$ cat src/verilog/pheis_pkg.sv
// Purpose: Constants for the PHY event interrupt control and status block
// Assumes: 16-bit management registers at 5-bit register addresses
// Notes:   Status bits sit in the low byte, enables in the high byte
package pheis_pkg;
  localparam int          PHEIS_NUM_EVT     = 8;
  localparam int          PHEIS_EN_SHIFT    = 8;
  localparam logic [4:0]  PHEIS_ADDR_ICS    = 5'h11;
  localparam logic [4:0]  PHEIS_ADDR_DIAG   = 5'h12;
  localparam logic [15:0] PHEIS_ICS_RESET   = 16'h0000;
  localparam logic [15:0] PHEIS_DIAG_RESET  = 16'h0000;
  localparam logic [15:0] PHEIS_UNMAPPED    = 16'h0000;
  localparam int          PHEIS_BIT_BABBLE  = 7;
  localparam int          PHEIS_BIT_RXERR   = 6;
  localparam int          PHEIS_BIT_PAGE    = 5;
  localparam int          PHEIS_BIT_PDF     = 4;
  localparam int          PHEIS_BIT_ACK     = 3;
  localparam int          PHEIS_BIT_LFAIL   = 2;
  localparam int          PHEIS_BIT_RFAULT  = 1;
  localparam int          PHEIS_BIT_ANDONE  = 0;
  localparam int          PHEIS_MEM_DEPTH   = 1;
  typedef enum logic [1:0] {PHEIS_RD_IDLE, PHEIS_RD_BUSY} pheis_rd_e;
endpackage

$ cat src/verilog/pheis_diag_mem.sv
// Purpose: Holds the auto-negotiation diagnostic word, registered read data
// Assumes: One word, loaded when a negotiation result is reported
// Notes:   Read data come out of a register
`timescale 1ns/10ps
module pheis_diag_mem
  import pheis_pkg::*;
(
  input  wire logic        mclk_i,
  input  wire logic        srst_i,
  input  wire logic        wr_i,
  input  wire logic [15:0] wdata_i,
  output logic      [15:0] rdata_o
);
  logic [15:0] word_q;

  always_ff @(posedge mclk_i) begin
    if (srst_i) begin
      word_q <= PHEIS_DIAG_RESET;
    end else if (wr_i) begin
      word_q <= wdata_i;
    end
  end

  always_ff @(posedge mclk_i) begin
    if (srst_i) begin
      rdata_o <= PHEIS_DIAG_RESET;
    end else begin
      rdata_o <= word_q;
    end
  end
endmodule

$ cat src/verilog/pheis_top.sv
// Purpose: PHY event interrupt control/status and diagnostic registers
// Assumes: Event inputs are one-cycle pulses or levels synchronous to mclk_i
// Notes:   Register port is a simple read/write strobe port with 5-bit address
`timescale 1ns/10ps
module pheis_top
  import pheis_pkg::*;
(
  input  wire logic        mclk_i,
  input  wire logic        srst_i,
  input  wire logic        reg_rd_i,
  input  wire logic        reg_wr_i,
  input  wire logic [4:0]  reg_addr_i,
  input  wire logic [15:0] reg_wdata_i,
  output logic      [15:0] reg_rdata_o,
  output logic             reg_rvalid_o,
  input  wire logic        babble_evt_i,
  input  wire logic        rx_error_evt_i,
  input  wire logic        page_rx_evt_i,
  input  wire logic        pdf_evt_i,
  input  wire logic        partner_ack_evt_i,
  input  wire logic        link_ok_i,
  input  wire logic        remote_fault_evt_i,
  input  wire logic        autoneg_done_evt_i,
  input  wire logic        diag_load_i,
  input  wire logic [15:0] diag_data_i,
  output logic             mac_raw_irq_status_o
);
  logic [7:0]  enable_q;
  logic [7:0]  flag_q;
  logic [7:0]  evt_set;
  logic        link_ok_q;
  logic        link_fail_evt;
  logic [15:0] diag_rdata;
  logic        ics_rd;

  function automatic logic addr_hit(input logic [4:0] a, input logic [4:0] b);
    addr_hit = (a == b);
  endfunction

  // Link status history for the good-to-failed edge
  always_ff @(posedge mclk_i) begin
    if (srst_i) begin
      link_ok_q <= 1'b0;
    end else begin
      link_ok_q <= link_ok_i;
    end
  end

  assign link_fail_evt = link_ok_q & ~link_ok_i;

  always_comb begin
    evt_set                   = 8'h00;
    evt_set[PHEIS_BIT_BABBLE] = babble_evt_i;
    evt_set[PHEIS_BIT_RXERR]  = rx_error_evt_i;
    evt_set[PHEIS_BIT_PAGE]   = page_rx_evt_i;
    evt_set[PHEIS_BIT_PDF]    = pdf_evt_i;
    evt_set[PHEIS_BIT_ACK]    = partner_ack_evt_i;
    evt_set[PHEIS_BIT_LFAIL]  = link_fail_evt;
    evt_set[PHEIS_BIT_RFAULT] = remote_fault_evt_i;
    evt_set[PHEIS_BIT_ANDONE] = autoneg_done_evt_i;
  end

  assign ics_rd = reg_rd_i & addr_hit(reg_addr_i, PHEIS_ADDR_ICS);

  // Enable byte, written through the high byte of the control/status word
  always_ff @(posedge mclk_i) begin
    if (srst_i) begin
      enable_q <= PHEIS_ICS_RESET[15:8];
    end else if (reg_wr_i && addr_hit(reg_addr_i, PHEIS_ADDR_ICS)) begin
      enable_q <= reg_wdata_i[15:8];
    end
  end

  // Sticky flags: read clears, a new event wins over the clear
  always_ff @(posedge mclk_i) begin
    if (srst_i) begin
      flag_q <= PHEIS_ICS_RESET[7:0];
    end else if (ics_rd) begin
      flag_q <= evt_set;
    end else begin
      flag_q <= flag_q | evt_set;
    end
  end

  // Interrupt toward the MAC raw status
  always_ff @(posedge mclk_i) begin
    if (srst_i) begin
      mac_raw_irq_status_o <= 1'b0;
    end else begin
      mac_raw_irq_status_o <= |(flag_q & enable_q);
    end
  end

  pheis_diag_mem u_diag (
    .mclk_i  (mclk_i),
    .srst_i  (srst_i),
    .wr_i    (diag_load_i),
    .wdata_i (diag_data_i),
    .rdata_o (diag_rdata)
  );

  // Read word returns one cycle after the strobe
  always_ff @(posedge mclk_i) begin
    if (srst_i) begin
      reg_rdata_o  <= 16'h0000;
      reg_rvalid_o <= 1'b0;
    end else begin
      reg_rvalid_o <= reg_rd_i;
      if (reg_rd_i) begin
        if (addr_hit(reg_addr_i, PHEIS_ADDR_ICS)) begin
          reg_rdata_o <= {enable_q, flag_q};
        end else if (addr_hit(reg_addr_i, PHEIS_ADDR_DIAG)) begin
          reg_rdata_o <= diag_rdata;
        end else begin
          reg_rdata_o <= PHEIS_UNMAPPED;
        end
      end
    end
  end

  // Assertions
  property p_irq_gate;
    @(posedge mclk_i) disable iff (srst_i)
      1'b1 |=> mac_raw_irq_status_o == |($past(flag_q) & $past(enable_q));
  endproperty
  a_irq_gate: assert property (p_irq_gate)
    else $error("irq not gated flags");

  property p_irq_raise;
    @(posedge mclk_i) disable iff (srst_i)
      (|(flag_q & enable_q)) |=> mac_raw_irq_status_o;
  endproperty
  a_irq_raise: assert property (p_irq_raise)
    else $error("enabled flag did not raise irq");

  property p_blocked;
    @(posedge mclk_i) disable iff (srst_i)
      (enable_q == 8'h00) |=> !mac_raw_irq_status_o;
  endproperty
  a_blocked: assert property (p_blocked)
    else $error("irq with all enables clear");
  property p_babble_set;
    @(posedge mclk_i) disable iff (srst_i) babble_evt_i |=> flag_q[PHEIS_BIT_BABBLE];
  endproperty
  a_babble_set: assert property (p_babble_set)
    else $error("babble flag not set");
  property p_rxerr_set;
    @(posedge mclk_i) disable iff (srst_i) rx_error_evt_i |=> flag_q[PHEIS_BIT_RXERR];
  endproperty
  a_rxerr_set: assert property (p_rxerr_set)
    else $error("receive error flag not set");
  property p_lfail_set;
    @(posedge mclk_i) disable iff (srst_i) $fell(link_ok_i) && !$past(srst_i) |=> flag_q[PHEIS_BIT_LFAIL];
  endproperty
  a_lfail_set: assert property (p_lfail_set)
    else $error("link fail flag not set");
  property p_lfail_only;
    @(posedge mclk_i) disable iff (srst_i)
      (!flag_q[PHEIS_BIT_LFAIL] && !(link_ok_q && !link_ok_i)) |=> !flag_q[PHEIS_BIT_LFAIL];
  endproperty
  a_lfail_only: assert property (p_lfail_only)
    else $error("link fail flag without falling link");
  property p_rd_clear;
    @(posedge mclk_i) disable iff (srst_i) (ics_rd && evt_set == 8'h00) |=> flag_q == 8'h00;
  endproperty
  a_rd_clear: assert property (p_rd_clear)
    else $error("read did not clear flags");
  property p_sticky;
    @(posedge mclk_i) disable iff (srst_i) (flag_q[0] && !ics_rd) |=> flag_q[0];
  endproperty
  a_sticky: assert property (p_sticky)
    else $error("flag lost without read");
  property p_rd_data;
    @(posedge mclk_i) disable iff (srst_i) ics_rd |=> reg_rvalid_o && reg_rdata_o == {$past(enable_q), $past(flag_q)};
  endproperty
  a_rd_data: assert property (p_rd_data)
    else $error("control/status read data wrong");
  property p_reset;
    @(posedge mclk_i) srst_i |=> (enable_q == 8'h00 && flag_q == 8'h00);
  endproperty
  a_reset: assert property (p_reset)
    else $error("reset did not clear register");

  property p_page_set;
    @(posedge mclk_i) disable iff (srst_i) page_rx_evt_i |=> flag_q[PHEIS_BIT_PAGE];
  endproperty
  a_page_set: assert property (p_page_set)
    else $error("page flag not set");

  property p_pdf_set;
    @(posedge mclk_i) disable iff (srst_i) pdf_evt_i |=> flag_q[PHEIS_BIT_PDF];
  endproperty
  a_pdf_set: assert property (p_pdf_set)
    else $error("parallel detect fault flag not set");

  property p_ack_set;
    @(posedge mclk_i) disable iff (srst_i) partner_ack_evt_i |=> flag_q[PHEIS_BIT_ACK];
  endproperty
  a_ack_set: assert property (p_ack_set)
    else $error("partner acknowledge flag not set");

  property p_rfault_set;
    @(posedge mclk_i) disable iff (srst_i) remote_fault_evt_i |=> flag_q[PHEIS_BIT_RFAULT];
  endproperty
  a_rfault_set: assert property (p_rfault_set)
    else $error("remote fault flag not set");

  property p_andone_set;
    @(posedge mclk_i) disable iff (srst_i) autoneg_done_evt_i |=> flag_q[PHEIS_BIT_ANDONE];
  endproperty
  a_andone_set: assert property (p_andone_set)
    else $error("negotiation done flag not set");

  property p_flag_cause;
    @(posedge mclk_i) disable iff (srst_i)
      1'b1 |=> (flag_q & ~$past(flag_q) & ~$past(evt_set)) == 8'h00;
  endproperty
  a_flag_cause: assert property (p_flag_cause)
    else $error("flag rose without its event");

  property p_rd_keep;
    @(posedge mclk_i) disable iff (srst_i) ics_rd |=> flag_q == $past(evt_set);
  endproperty
  a_rd_keep: assert property (p_rd_keep)
    else $error("event lost in clearing read");

  property p_sticky_all;
    @(posedge mclk_i) disable iff (srst_i) !ics_rd |=> (flag_q & $past(flag_q)) == $past(flag_q);
  endproperty
  a_sticky_all: assert property (p_sticky_all)
    else $error("a flag dropped without read");

  property p_en_write;
    @(posedge mclk_i) disable iff (srst_i)
      (reg_wr_i && addr_hit(reg_addr_i, PHEIS_ADDR_ICS)) |=> {enable_q, 8'h00} == ($past(reg_wdata_i) & 16'hFF00);
  endproperty
  a_en_write: assert property (p_en_write)
    else $error("enable byte not written");

  property p_en_hold;
    @(posedge mclk_i) disable iff (srst_i)
      !(reg_wr_i && addr_hit(reg_addr_i, PHEIS_ADDR_ICS)) |=> $stable(enable_q);
  endproperty
  a_en_hold: assert property (p_en_hold)
    else $error("enable byte changed without write");

  property p_rvalid;
    @(posedge mclk_i) disable iff (srst_i) reg_rd_i |=> reg_rvalid_o;
  endproperty
  a_rvalid: assert property (p_rvalid)
    else $error("read not answered");

  property p_rvalid_quiet;
    @(posedge mclk_i) disable iff (srst_i) !reg_rd_i |=> !reg_rvalid_o;
  endproperty
  a_rvalid_quiet: assert property (p_rvalid_quiet)
    else $error("read valid without read");

  property p_rdata_hold;
    @(posedge mclk_i) disable iff (srst_i) !reg_rd_i |=> $stable(reg_rdata_o);
  endproperty
  a_rdata_hold: assert property (p_rdata_hold)
    else $error("read data changed without read");

  property p_diag_rd;
    @(posedge mclk_i) disable iff (srst_i)
      (reg_rd_i && addr_hit(reg_addr_i, PHEIS_ADDR_DIAG)) |=> reg_rdata_o == $past(diag_rdata);
  endproperty
  a_diag_rd: assert property (p_diag_rd)
    else $error("diagnostic read data wrong");

  property p_unmapped;
    @(posedge mclk_i) disable iff (srst_i)
      (reg_rd_i && !addr_hit(reg_addr_i, PHEIS_ADDR_ICS) && !addr_hit(reg_addr_i, PHEIS_ADDR_DIAG))
      |=> reg_rdata_o == PHEIS_UNMAPPED;
  endproperty
  a_unmapped: assert property (p_unmapped)
    else $error("unmapped read not zero");

  property p_diag_load;
    @(posedge mclk_i) disable iff (srst_i) diag_load_i |=> ##1 diag_rdata == $past(diag_data_i, 2);
  endproperty
  a_diag_load: assert property (p_diag_load)
    else $error("diagnostic word not loaded");

  property p_reset_out;
    @(posedge mclk_i)
      srst_i |=> !mac_raw_irq_status_o && !reg_rvalid_o && reg_rdata_o == 16'h0000;
  endproperty
  a_reset_out: assert property (p_reset_out)
    else $error("reset did not clear outputs");

  property p_irq_read_off;
    @(posedge mclk_i) disable iff (srst_i) (ics_rd && evt_set == 8'h00) |=> ##1 !mac_raw_irq_status_o;
  endproperty
  a_irq_read_off: assert property (p_irq_read_off)
    else $error("irq stayed after clearing read");

  c_irq: cover property (@(posedge mclk_i) disable iff (srst_i) $rose(mac_raw_irq_status_o));
  c_rd_evt: cover property (@(posedge mclk_i) disable iff (srst_i) ics_rd && evt_set != 8'h00);
  c_diag_rd: cover property (@(posedge mclk_i) disable iff (srst_i)
    reg_rd_i && addr_hit(reg_addr_i, PHEIS_ADDR_DIAG));
  c_lfail: cover property (@(posedge mclk_i) disable iff (srst_i) $rose(flag_q[PHEIS_BIT_LFAIL]));
  c_diag_load: cover property (@(posedge mclk_i) disable iff (srst_i) diag_load_i);
endmodule
$ cat config.mk
export PLATFORM = sky130hd
export DESIGN_NAME = pheis_top
export DESIGN_NICKNAME = d
export VERILOG_FILES = /design/src/verilog/pheis_pkg.sv /design/src/verilog/pheis_diag_mem.sv /design/src/verilog/pheis_top.sv
export SDC_FILE = /design/constraint.sdc
export NUM_CORES = 1
export LEC_CHECK = 0
export BUFFER_PORTS_ARGS = -buffer_cell sky130_fd_sc_hd__buf_2
export CAP_MARGIN = 20
export CORE_MARGIN = 2
export CORE_UTILIZATION = 51
export DETAILED_ROUTE_END_ITERATION = 8
export PLACE_DENSITY = 0.76
export SLEW_MARGIN = 20
export SYNTH_ARGS = -nofsm -noshare
export SYNTH_HDL_FRONTEND = slang
export SYNTH_SLANG_ARGS = --single-unit
$ cat constraint.sdc
create_clock -name mclk_i -period 1.3 [get_ports mclk_i]
set_clock_uncertainty 0.15 [all_clocks]
set_input_delay 0.13 -clock mclk_i [delete_from_list [all_inputs] [get_ports mclk_i]]
set_output_delay 0.13 -clock mclk_i [all_outputs]
set_load 0.1 [all_outputs]
# Word level (Yosys, flattened, before mapping)

Index checks and enable logic that the tools add are counted.

Multiplexer cells: 3
Eq/ne operators: 2
Bitwise gates (word level): 5
Reductions and logical operators: 2

Operators by type and width:

| kind               | number |
|---|---|
| $mux 16            | 2 |
| $eq 5x5->1 const B | 2 |
| $and 8x8->8        | 1 |
| $mux 8             | 1 |
| $or 8x8->8         | 1 |
| $reduce_or 8->1    | 1 |
| $and 1x1->1        | 2 |
| $logic_and 1x1->1  | 1 |
| $not 1->1          | 1 |

Bits in registers: 67
Logic and storage cells: 20
Output and inout bits: 18
Bits of input ports: 50

# Depth between registers and ports, before layout

Depth after elaboration: 4
Gate-level depth with buffers: 6
Gate-level depth less buffers: 3

# Hierarchy

A second synthesis with hierarchy kept.

Cell total of the unflattened synthesis: 264
Area, all modules: 2533.7 um2

By module, submodules not included:

| module         | area each (um2) | times used | sequential area each (um2) | cells each |
|---|---|---|---|---|
| pheis_top      | 1527.7          | 1          | 700.7                      | 179 |
| pheis_diag_mem | 1006.0          | 1          | 640.6                      | 85 |

# Worst setup path after synthesis

No wires, ideal clock.

Path kind: flip-flop to flip-flop
Start: register, netlist name reg_rdata_o[0]
End: register reg_rdata_o[0]
Required time: 1.076 ns
Slack: -0.119 ns
Arrival: 1.195 ns
Setup time: 0.074 ns
Period minus slack after synthesis: 1.419 ns
Stages on the path, launching flop included: 3
Path through: dfxtp_1 -> nand2b_1 -> a31oi_1

RTL lines:

| element                | line             | text |
|---|---|---|
| end signal: assignment | pheis_top.sv:111 | `reg_rdata_o <= {enable_q, flag_q};` |
| end signal: assignment | pheis_top.sv:113 | `reg_rdata_o <= diag_rdata;` |
| end: declaration       | pheis_top.sv:14  | `output logic [15:0] reg_rdata_o,` |

# Worst setup path after layout

Start: register reg_rvalid_o
End: output reg_rvalid_o

RTL lines:

| element                  | line             | text |
|---|---|---|
| start: declaration       | pheis_top.sv:15  | `output logic reg_rvalid_o,` |
| start signal: assignment | pheis_top.sv:108 | `reg_rvalid_o <= reg_rd_i;` |

No word-level cell between the ends.

==> impl_metrics.ini <==
[run_status]
status = finished, final reports clean

[grt]
overflow = 0
grt_pass1_wl_um = 10320
antenna_found_initial = 0
grt_pass1_vias = 2206
grt_max_degree = 61
track_usage_pct = 25.25

[hold_path]
worstHoldStart = reg_rd_i
hold_path_end = reg_rvalid_o
holdPathStages = 3
hp-class = in -> reg

[final_layout]
diodes = 0
layout.area.seq_um2 = 1361
final_cell_area_um2 = 3695
drive_above_1_share_pct = 27.53
nFillCells = 308
fin_nets = 401
multi_input_area_um2 = 1027
syn_to_final_growth_pct = 46.99

[drt]
post-route-drc-count = 0
firstDrtPassIters = 4
drt_iter0_drc = 212
vias_per_cell = 5.194
wl_um = 6217
antenna_left = 0
vias = 2197
wl_per_cell_um = 14.70

[floorplan]
die_w_um = 74.21
ios = 68
fp-row-count = 25
die_h_um = 74.21
start_util_pct = 53.22
core_um2 = 4723
fp.dieArea_um2 = 5506

[power]
power.total_mw = 4.421
p_per_area_nw_per_um2 = 1197
vdd.ir_drop.worst_mv = 1.116
leakage_nw = 1.465

[placement]
hpwl_um = 3849
dpl_cell_area_um2 = 3147
portBuffers = 59
place_congestion = 0.8188

[timing]
max_freq_ghz = 0.8442
hold_viol = 0
setup_violations = 0
drv_slew = 0
layout_min_cycle_time_ps = 1185
finalCritPeriodShare_pct = 91.12
setup_tns_ps = 0
max_slew_margin_pct = 68.86
rsz0062_at_grt = false
worst_slew_pin_slew_ps = 467.1

[setup_path]
r2r_slack_ps = 360
worst-r2r-cell-count = 2
slowest_delay_ps = 370
critical_path_buf_inv_count = 1
crit_path_start_kind = flop
r2r_start = flag_q[2]
arrival_ps = 900
reg2reg_to = mac_raw_irq_status_o
path_delay_family = flip-flops
crit_chain = buf_12
critPathSlowestCell = dfxtp_1
crit_required_ps = 1020
critPathMaxFanout = 1
cp-end-kind = output port
critPathKind = reg -> out

[clocking]
clk_pin_slew_ps = 70
cts_made_buffers = 9
cts-resized-gates = 0
insertion_delay_ps = 340
htreeDepth = 3
clock_path_buffers = 2
cts_tree = built
cts.sinks = 67
cts_root_buf = clkbuf_8

[yosys]
synth-seq-cells = 67
yosysTopAreaCell = dfxtp_1
yosysMostFrequentCell = dfxtp_1
synth.cell_area_um2 = 2514
synth_edf_count = 0
synth_ff_type = dfxtp_1
synth_commonest_cells = 67 x dfxtp_1, 24 x nand3_1, 19 x nor2b_1
synth_area_leaders = dfxtp_1 53%, mux2i_1 6.4%, nand3_1 4.8%
syn_nets = 314
synthDistinctLibCells = 23
synthArstFlopShare_pct = 0
yosys_warnings = 0
synth_top_area_share_pct = 53.36
syn_inst = 264
yosysSeqAreaShare_pct = 53.36
synth.avg_cell_area_um2 = 9.521

[flow_run]
maxCapViolCount = 0
## kinds of logic (layout without fill, tap and decap cells)
kind of cell	count (synthesis)	in the layout	synth area share, %
multiplexers	16	16	6.371
AO/OA/AOI/OAI	53	53	11.90
AND/OR/NAND/NOR	98	98	22.35
buffers and inverters	30	122	6.023
flip-flops	67	67	53.36
## worst max path at each step
stage	from	to	slack, ps	cells past startpoint
4_1_cts	reg_rvalid_o	reg_rvalid_o	100	1
6_report	reg_rvalid_o	reg_rvalid_o	120	1
3_3_place_gp	reg_addr_i[3]	flag_q[7]	20	4
2_1_floorplan	mac_raw_irq_status_o	mac_raw_irq_status_o	110	0
5_1_grt	srst_i	mac_raw_irq_status_o	70	4
3_5_place_dp	reg_addr_i[3]	flag_q[3]	-10	4
## registers in the layout (all words and copies together) (netlist names)
signal                count
enable_q                  8
mac_raw_irq_status_o      1
reg_rdata_o              16
link_ok_q                 1
u_diag.rdata_o           16
flag_q                    8
u_diag.word_q            16
reg_rvalid_o              1
## power breakdown
part / switching [mW] / internal (mW) / total (mW) / leakage [nW]
logic: 0.201 / 0.218 / 0.419 / 0.799
registers: 0.0404 / 2.12 / 2.17 / 0.556
clock network: 0.771 / 1.07 / 1.84 / 0.110
total: 1.01 / 3.41 / 4.42 / 1.46
## layout by cell type, fill, tap and decap left out
cell / count
mux2i_1: 16
a31oi_1: 16
dlygate4sd3_1: 34
clkbuf_1: 1
nor3b_4: 1
a22oi_1: 4
nand4_1: 16
a21oi_1: 16
clkinv_2: 4
dfxtp_2: 16
o21ai_0: 6
o21ai_1: 10
clkbuf_8: 9
and3b_1: 2
a41oi_1: 1
inv_1: 7
nand3b_1: 2
buf_12: 21
nand2b_1: 17
buf_4: 3
nand3_1: 24
buf_2: 41
or3b_4: 1
dfxtp_1: 51
bufinv_16: 2
nor2b_1: 19
nor2_1: 16
## area by class of cell
type                            instances  share of cell area [%]
Timing Repair Buffer                   99                   26.75
Clock inverter                          6                   2.167
Multi-Input combinational cell        167                   27.80
Tap cell                               67                   2.269
Clock buffer                           10                   3.454
Inverter                                7                  0.7111
Sequential cell                        67                   36.84
## per-stage QoR
step / worst slack (ps) / hold WS, ps / instances / util (%)
finish: 115.5 / 110.1 / 423 / 78.23
global route: 74.14 / 113.1 / 423 / 78.23
CTS: 99.69 / 102.1 / 423 / 78.23
detailed placement: -10.98 / 214.6 / 373 / 66.62
global placement: 19.97 / 204.8 / 373 / 66.62
floorplan: 111.0 / 108.2 / 264 / -
## metal layers
metal / up-vias / share of wire, % / GRT usage [%]
li1: 1102 / - / -
met4: 0 / 1.2 / 7.273
met2: 63 / 49 / 41.96
met1: 1019 / 44 / 30.39
met5: - / 0 / 0
met3: 13 / 5.9 / 10.03
## what timing repair did
item | CTS | global route
setup endpoints to repair | 0 | 0
buffers inserted | 0 | 0
endpoints found under the hold margin | 36 | 0
hold buffers | 34 | 0
No activity file was read; power rests on OpenSTA's default activity.
